===== src/pkg/pg_reset_defines.vh =====
// Purpose: Constants for the power-good reset generator
// Assumes: 100 MHz system clock
// Notes:   Times are in ms, the tick period in us; cycle counts are derived from them
`ifndef PG_RESET_DEFINES_VH
`define PG_RESET_DEFINES_VH
`define CLK_HZ            100000000
`define TICK_US           1000
`define TICK_CYCLES       ((`CLK_HZ / 1000000) * `TICK_US)
`define CTRL_OFFSET       8'h1D
`define CTRL_RESET        8'h00
`define CTRL_WD_DIS_BIT   0
`define CTRL_THERM_BIT    1
`define CTRL_KICK_BIT     2
`define PULSE_SHORT_MS    200
`define PULSE_LONG_MS     500
`define POWER_HOLD_MS     100
`define WD_PERIOD_MS      1600
`define WD_PULSE_MS       125
`endif


===== src/verilog/power_good_reset_generator.v =====
// Purpose: Open-drain power-good reset generator with host watchdog
// Assumes: 100 MHz clock; pins pass three flip-flop synchronisers
// Notes:   Register reached by a simple byte port at its fixed offset
// Summary of operation
// (RULE_01) Power-good is open drain; three supply trips always pull it low.
// (RULE_02) Control bit 1 set adds thermal trip as a source; default excluded.
// (RULE_03) Control bit 0 clear keeps watchdog a source; set disables it.
// (RULE_04) Strap 1 gives 200 ms pulse width, strap 0 gives 500 ms.
// (RULE_05) Strap captured when PCI reset or main-supply reset deasserts.
// (RULE_06) Control bit 2 is the watchdog kick; bits 7 to 3 reserved.
// (RULE_07) Power-good stays low at least 100 ms after rails valid.
// (RULE_08) Kick bit cleared by main-supply reset; host reads and writes it.
// (RULE_09) Watchdog enable is a register bit; enabled watchdog is a source.
// (RULE_10) Watchdog counter held reset while main-supply reset is asserted.
// (RULE_11) Counter starts after main reset release once kick bit is one.
// (RULE_12) Each kick toggle reloads a full 1.6 s period; host must kick.
// (RULE_13) Expiry without kick emits a 125 ms watchdog pulse.
// (RULE_14) After timeout no new cycle until the host toggles again.
// (RULE_15) Power-good drops promptly when supply-on request pin goes high.
// (RULE_16) Power-good drops promptly when a monitored supply trips.
// (RULE_17) Hold low while any source active, release after pulse width.
`timescale 1ns/1ps
`default_nettype none
`include "pg_reset_defines.vh"
module power_good_reset_generator #(
  parameter integer TICK_DIV = `TICK_CYCLES
) (
  input  wire       clk_sys_i,
  input  wire       sys_rst_i,
  input  wire       main_por_i,
  input  wire       pci_reset_n_i,
  input  wire       pulse_width_strap_i,
  input  wire       trip_main_3v3_i,
  input  wire       trip_standby_3v3_i,
  input  wire       trip_5v_i,
  input  wire       thermal_trip_n_i,
  input  wire       supply_on_request_n_i,
  input  wire [7:0] reg_addr_i,
  input  wire [7:0] reg_wdata_i,
  input  wire       reg_wr_i,
  input  wire       reg_rd_i,
  output reg  [7:0] reg_rdata_o,
  output wire       power_good_output_o,
  output wire       power_good_output_oe_n_o,
  output wire       wd_pulse_o
);
  localparam [1:0] WD_IDLE = 2'd0;
  localparam [1:0] WD_RUN  = 2'd1;
  localparam [1:0] WD_PULS = 2'd2;
  localparam [1:0] WD_DONE = 2'd3;

  localparam [10:0] WD_PERIOD = `WD_PERIOD_MS;
  localparam [10:0] WD_PULSE  = `WD_PULSE_MS;
  localparam [9:0]  PW_SHORT  = `PULSE_SHORT_MS;
  localparam [9:0]  PW_LONG   = `PULSE_LONG_MS;
  localparam [9:0]  PW_HOLD   = `POWER_HOLD_MS;

  // Three-stage synchronisers; a change counts once stages two and three agree
  // Reset levels match idle pins (POR asserted, PCI reset released, supplies
  // good, no thermal trip, supply on, strap 200 ms) so no false edge follows reset
  localparam integer NPIN     = 8;
  localparam [7:0]   PIN_IDLE = 8'hA3;
  wire [7:0] pin_raw;
  wire [7:0] pin_r;
  assign pin_raw = {pulse_width_strap_i, supply_on_request_n_i, thermal_trip_n_i, trip_5v_i,
                    trip_standby_3v3_i, trip_main_3v3_i, pci_reset_n_i, main_por_i};
  genvar gi;
  generate
    for (gi = 0; gi < NPIN; gi = gi + 1)
    begin : g_sync
      reg s1_r;
      reg s2_r;
      reg s3_r;
      reg lvl_r;
      always @(posedge clk_sys_i)
      begin
        if (sys_rst_i)
        begin
          s1_r  <= PIN_IDLE[gi];
          s2_r  <= PIN_IDLE[gi];
          s3_r  <= PIN_IDLE[gi];
          lvl_r <= PIN_IDLE[gi];
        end
        else
        begin
          s1_r <= pin_raw[gi];
          s2_r <= s1_r;
          s3_r <= s2_r;
          // A level that disagrees is held, so a slow edge counts only once
          if (s2_r == s3_r)
            lvl_r <= s3_r;
        end
      end
      assign pin_r[gi] = lvl_r;
    end
  endgenerate
  wire por_s   = pin_r[0];
  wire pcirn_s = pin_r[1];
  wire therm_s = ~pin_r[5];
  wire ps_off  = pin_r[6];
  wire strap_s = pin_r[7];

  wire ms_tick;
  pg_ms_tick #(
    .DIV (TICK_DIV)
  ) u_tick (
    .clk_sys_i (clk_sys_i),
    .sys_rst_i (sys_rst_i),
    .tick_o    (ms_tick)
  );

  // Edge history for the strap-capture events
  reg por_d_r;
  reg pcirn_d_r;
  always @(posedge clk_sys_i)
  begin
    if (sys_rst_i)
    begin
      por_d_r   <= 1'b1;
      pcirn_d_r <= 1'b1;
    end
    else
    begin
      por_d_r   <= por_s;
      pcirn_d_r <= pcirn_s;
    end
  end
  wire por_rel   = por_d_r & ~por_s;
  wire pcirn_rel = ~pcirn_d_r & pcirn_s;

  // (RULE_05) strap capture edge
  // Strap shares the reset synchroniser delay, so both line up at the edge
  reg strap_r;
  always @(posedge clk_sys_i)
  begin
    if (sys_rst_i)
      strap_r <= 1'b1;
    else if (por_rel | pcirn_rel)
      strap_r <= strap_s;
  end

  // Control register
  localparam [7:0] CTRL_INIT = `CTRL_RESET;
  reg [2:0] ctrl_r;
  wire      reg_hit = (reg_addr_i == `CTRL_OFFSET);
  wire      wr_ctrl = reg_wr_i & reg_hit;
  // (RULE_08) kick cleared on POR
  always @(posedge clk_sys_i)
  begin
    if (sys_rst_i)
      ctrl_r <= CTRL_INIT[2:0];
    else if (por_s)
      ctrl_r[`CTRL_KICK_BIT] <= 1'b0;
    else if (wr_ctrl)
      ctrl_r <= reg_wdata_i[2:0];
  end
  wire wd_dis   = ctrl_r[`CTRL_WD_DIS_BIT];
  wire therm_en = ctrl_r[`CTRL_THERM_BIT];
  wire kick     = ctrl_r[`CTRL_KICK_BIT];

  // (RULE_06) read path, reserved zero
  always @(posedge clk_sys_i)
  begin
    if (sys_rst_i)
      reg_rdata_o <= 8'h00;
    else if (reg_rd_i & reg_hit)
      reg_rdata_o <= {5'h00, ctrl_r};
    else if (reg_rd_i)
      reg_rdata_o <= 8'h00;
  end

  // Kick toggle detect
  reg kick_d_r;
  always @(posedge clk_sys_i)
  begin
    if (sys_rst_i)
      kick_d_r <= 1'b0;
    else
      kick_d_r <= kick;
  end
  wire kick_tgl = kick ^ kick_d_r;

  // Watchdog state machine
  reg [1:0]  wd_st_r;
  reg [10:0] wd_cnt_r;
  always @(posedge clk_sys_i)
  begin
    // (RULE_10) held in reset
    if (sys_rst_i | por_s)
    begin
      wd_st_r  <= WD_IDLE;
      wd_cnt_r <= 11'h000;
    end
    else
    begin
      case (wd_st_r)
        WD_IDLE:
        begin
          // (RULE_11) start once kick set
          if (kick)
          begin
            wd_st_r  <= WD_RUN;
            wd_cnt_r <= WD_PERIOD;
          end
        end
        WD_RUN:
        begin
          // (RULE_12) toggle reloads period
          if (kick_tgl)
            wd_cnt_r <= WD_PERIOD;
          else if (ms_tick)
          begin
            if (wd_cnt_r == 11'h001)
            begin
              // (RULE_13) expiry starts pulse
              wd_st_r  <= WD_PULS;
              wd_cnt_r <= WD_PULSE;
            end
            else
              wd_cnt_r <= wd_cnt_r - 11'h001;
          end
        end
        // Toggles during the pulse are not kept; the host toggles again after it
        WD_PULS:
        begin
          if (ms_tick)
          begin
            if (wd_cnt_r == 11'h001)
              wd_st_r <= WD_DONE;
            else
              wd_cnt_r <= wd_cnt_r - 11'h001;
          end
        end
        WD_DONE:
        begin
          // (RULE_14) wait for toggle
          if (kick_tgl)
          begin
            wd_st_r  <= WD_RUN;
            wd_cnt_r <= WD_PERIOD;
          end
        end
        default:
          wd_st_r <= WD_IDLE;
      endcase
    end
  end
  wire wd_fire = (wd_st_r == WD_PULS);
  assign wd_pulse_o = wd_fire;

  // (RULE_01) supply trips always sources
  wire supply_bad = pin_r[2] | pin_r[3] | pin_r[4];
  // (RULE_02) (RULE_03) (RULE_09) optional sources
  wire src_active = supply_bad | ps_off | (therm_en & therm_s) | (~wd_dis & wd_fire);

  // Release timer: width is the strap pulse, never below the rail hold time
  wire [9:0] pw_sel = strap_r ? PW_SHORT : PW_LONG;
  wire [9:0] pw_len = (pw_sel > PW_HOLD) ? pw_sel : PW_HOLD;
  reg  [9:0] rel_cnt_r;
  reg        pg_r;
  always @(posedge clk_sys_i)
  begin
    // (RULE_15) (RULE_16) prompt drop
    if (sys_rst_i | src_active)
    begin
      pg_r      <= 1'b0;
      rel_cnt_r <= 10'h000;
    end
    // (RULE_04) (RULE_07) (RULE_17) timed release
    else if (!pg_r && ms_tick)
    begin
      // At or past the end: a strap recaptured mid-count must not wrap the timer
      if (rel_cnt_r >= pw_len - 10'h001)
        pg_r <= 1'b1;
      else
        rel_cnt_r <= rel_cnt_r + 10'h001;
    end
  end

  // Open drain: output always low, enable low while pulling the pin down
  assign power_good_output_o      = 1'b0;
  assign power_good_output_oe_n_o = pg_r;
endmodule
`default_nettype wire


===== src/verilog/pg_ms_tick.v =====
// Purpose: Divider giving a one-cycle pulse every millisecond
// Assumes: clk_sys_i at 100 MHz
// Notes:   Serves as the slow timebase for all timing
`timescale 1ns/1ps
`default_nettype none
module pg_ms_tick #(
  parameter integer DIV = 100000
) (
  input  wire clk_sys_i,
  input  wire sys_rst_i,
  output reg  tick_o
);
  reg [31:0] cnt_r;

  // Free-running divider
  always @(posedge clk_sys_i)
  begin
    if (sys_rst_i)
    begin
      cnt_r  <= 32'h0;
      tick_o <= 1'b0;
    end
    else if (cnt_r == DIV - 1)
    begin
      cnt_r  <= 32'h0;
      tick_o <= 1'b1;
    end
    else
    begin
      cnt_r  <= cnt_r + 32'h1;
      tick_o <= 1'b0;
    end
  end
endmodule
`default_nettype wire


===== config.mk =====
export PLATFORM = sky130hd
export DESIGN_NAME = power_good_reset_generator
export DESIGN_NICKNAME = d
export VERILOG_FILES = /design/src/verilog/power_good_reset_generator.v /design/src/verilog/pg_ms_tick.v
export VERILOG_INCLUDE_DIRS = /design/src /design/src/pkg
export SDC_FILE = /design/constraint.sdc
export NUM_CORES = 1
export LEC_CHECK = 0
export BUFFER_PORTS_ARGS = -buffer_cell sky130_fd_sc_hd__buf_4
export CAP_MARGIN = 5
export CORE_ASPECT_RATIO = 0.7
export CORE_MARGIN = 4
export CORE_UTILIZATION = 63
export DETAILED_ROUTE_END_ITERATION = 16
export GPL_TIMING_DRIVEN = 0
export HOLD_SLACK_MARGIN = 0.1
export PLACE_DENSITY = 0.87
export SETUP_SLACK_MARGIN = 0.5
export SKIP_LAST_GASP = 1
export SLEW_MARGIN = 10
export SYNTH_ARGS = -nofsm -noshare
export SYNTH_HDL_FRONTEND = slang
export SYNTH_SLANG_ARGS = --single-unit
export TNS_END_PERCENT = 5

===== constraint.sdc =====
create_clock -name clk_sys_i -period 6.05 [get_ports clk_sys_i]
set_input_delay 0 -clock clk_sys_i [delete_from_list [all_inputs] [get_ports clk_sys_i]]
set_output_delay 0 -clock clk_sys_i [all_outputs]
set_load 0.01 [all_outputs]

==> reports/results.tsv <==
metric	value	unit
status	finished clean	
ctsLongestPathBuffers	2	
drv_cap	0	
num_rows	24	
setup_ws	3.52	ns
endpoint_kind	flop	
worstPathArrival	2.77	ns
drive_gt1_frac	0.133	
seqCellArea	1980	um^2
drt_iter0_drc	238	
synth_ff_type	dfxtp_1	
die_y	77.2	um
syn_area	4310	um^2
clockRootBuffer	clkbuf_8	
insertedDiodeCount	0	
grt_max_degree	19	
htreeDepth	3	
cts_made_buffers	9	
drv_slew	0	
insertion_delay	0.38	ns
drtPass1Iterations	4	
synth.distinct_cells	55	
slew_headroom	0.316	
async_reset_ff_frac	0	
globalRoute.totalOverflow	0	
layout_common_cells	dfxtp_1, nor2_1, buf_4, nand3_1, a21oi_1	
remaining_drc_errors	0	
met1_usage	0.325	
worst_pin_slew	1.02	ns
coreArea	6430	um^2
portBuffers	27	
cts.clk_slew.worst_paths	0.11	ns
setup_viol	0	
rsz0062_at_grt	no	
grt_pass1_vias	3476	
ctsResizeCount	0	
synth-seq-area-share	0.460	
crit_path_max_fanout	9	
area_delta_synth_final	16.1	%
required	6.29	ns
synth_cells	486	
vias	3701	
cts_setup_buffers	0	
gp_congestion	0.918	
syn_area_per_cell	8.87	um^2
post-dp-hpwl	6640	um
fin_nets	584	
cts_tree	built	
fillers	451	
met3_usage	0.0705	
final_common_cell	dfxtp_1	
antenna_found_initial	0	
die_w	107	um
design.die.area	8250	um^2
place_ws	3.58	ns
gr-usage-met2	0.376	
multi_input_comb_area	2200	um^2
hold_violations	0	
track_usage	0.243	
wl	9660	um
boundaryPins	39	
finalCritPeriodShare	0.419	
viasPerCell	5.79	
yosysWarningCount	0	
max_freq	0.395	GHz
path_class	reg -> reg	
fin_setup_tns	0	ns
synth_edf_count	0	
min_period	2.53	ns
ant_nets	0	
hp-class	in -> reg	
ir_drop	0.217	mV
grt_busiest_layer	met2	
pwr_density_cell	232	nW/um^2
start_kind	flop	
synth-seq-cells	99	
wl_per_cell	15.1	um
finClkSkew	0.0209	ns
leakagePower	1.86	nW
initial_core_util	0.671	
clkSinkCount	99	
grt_pass1_wl	16200	um
critical path, stage by stage (launching register included):
cell,delay [ns]
dfxtp_1,0.43
inv_1,0.10
ha_1,0.30
a211o_1,0.34
a2111o_1,0.59
a2111oi_4,0.44
xnor2_1,0.16
nor2_1,0.05
registers in the layout (all words and copies together) (netlist names):
signal	count
por_d_r	1
g_sync.s1_r	8
u_tick.cnt_r	32
strap_r	1
power_good_output_oe_n_o	1
u_tick.tick_o	1
g_sync.s3_r	8
wd_st_r	2
rel_cnt_r	10
ctrl_r	3
wd_cnt_r	11
pcirn_d_r	1
reg_rdata_o	3
g_sync.lvl_r	8
g_sync.s2_r	8
kick_d_r	1
final cells by class:
type,instances,area share
inverters,16,0.0120
repair buffers,41,0.0685
flip-flops and latches,99,0.396
well taps,91,0.0227
clock inverters,6,0.0165
multi-input cells,358,0.439
plain buffers,18,0.0180
clock buffers,10,0.0275
layer usage:
metal / share of wire / wire length, um
met5: 0 / 0
met4: 0.016 / 159
met3: 0.071 / 689
met2: 0.47 / 4510
met1: 0.45 / 4300
logic make-up (layout without fill, tap and decap cells):
kind of cell               Yosys count  count (layout)  share of synthesized area
and+or+nand+nor                    220             220                      0.260
DFF                                 99              99                      0.460
AOI/OAI and AO/OA                   74              74                      0.113
xor gates and xnor gates            40              40                     0.0813
buffers and inverters               34              91                     0.0348
adders and majority gates           13              13                     0.0377
muxes                                5               5                     0.0119
other                                1               6                   0.000870
worst paths after layout:
path                        from        endpoint  slack [ns]  cells after the start
setup / recovery         strap_r    rel_cnt_r[7]        3.52                      7
hold / removal          reg_wr_i       ctrl_r[0]        0.15                      5
setup reg to reg         strap_r    rel_cnt_r[7]        3.52                      7
hold reg to reg   g_sync[5].s1_r  g_sync[5].s2_r        0.42                      1
Yosys cell counts (2+ instances only):
library cell	number	area, um^2
a211o_1	2	17.5
a211oi_1	6	45.0
a21oi_1	27	135
a31oi_1	4	25.0
a41oi_1	2	17.5
and2_1	3	18.8
and3_1	6	37.5
buf_4	6	45.0
clkbuf_1	12	45.0
dfxtp_1	99	1980
ha_1	13	163
inv_1	15	56.3
mux2i_1	4	40.0
nand2_1	26	97.6
nand2b_1	2	12.5
nand3_1	29	145
nand4_1	16	100
nor2_1	74	278
nor2b_1	19	119
nor3_1	6	30.0
nor3b_1	2	15.0
nor4_1	9	56.3
nor4b_1	2	17.5
o21ai_0	16	80.1
o221a_2	2	22.5
or2_2	15	93.8
or4_1	3	22.5
xnor2_1	18	158
xor2_1	22	193
report_power, final:
group / internal [mW] / total [mW] / leakage (nW) / switching, mW
registers: 0.660 / 0.664 / 0.803 / 0.00412
logic: 0.0245 / 0.0439 / 0.948 / 0.0194
clock network: 0.211 / 0.454 / 0.108 / 0.243
total: 0.895 / 1.16 / 1.86 / 0.266
per-stage QoR:
step / hold WS, ns / instance area (um^2) / std cells / total power, mW / utilization
after global routing: 0.141 / 5000 / 639 / 1.20 / 0.779
after CTS: 0.123 / 5000 / 639 / 1.17 / 0.779
final: 0.153 / 5000 / 639 / 1.16 / 0.779
after global placement: 0.186 / 4640 / 609 / 0.713 / 0.723
after floorplan: 0.104 / 4330 / 491 / 0.698 / -
after detailed placement: 0.188 / 4640 / 609 / 0.715 / 0.723
what timing repair did:
action / in CTS / in global routing
hold buffers: 14 / 0
endpoints found under the hold margin: 24 / 0
endpoints found under the setup margin: 0 / 0
No activity file was read; power rests on OpenSTA's default activity.
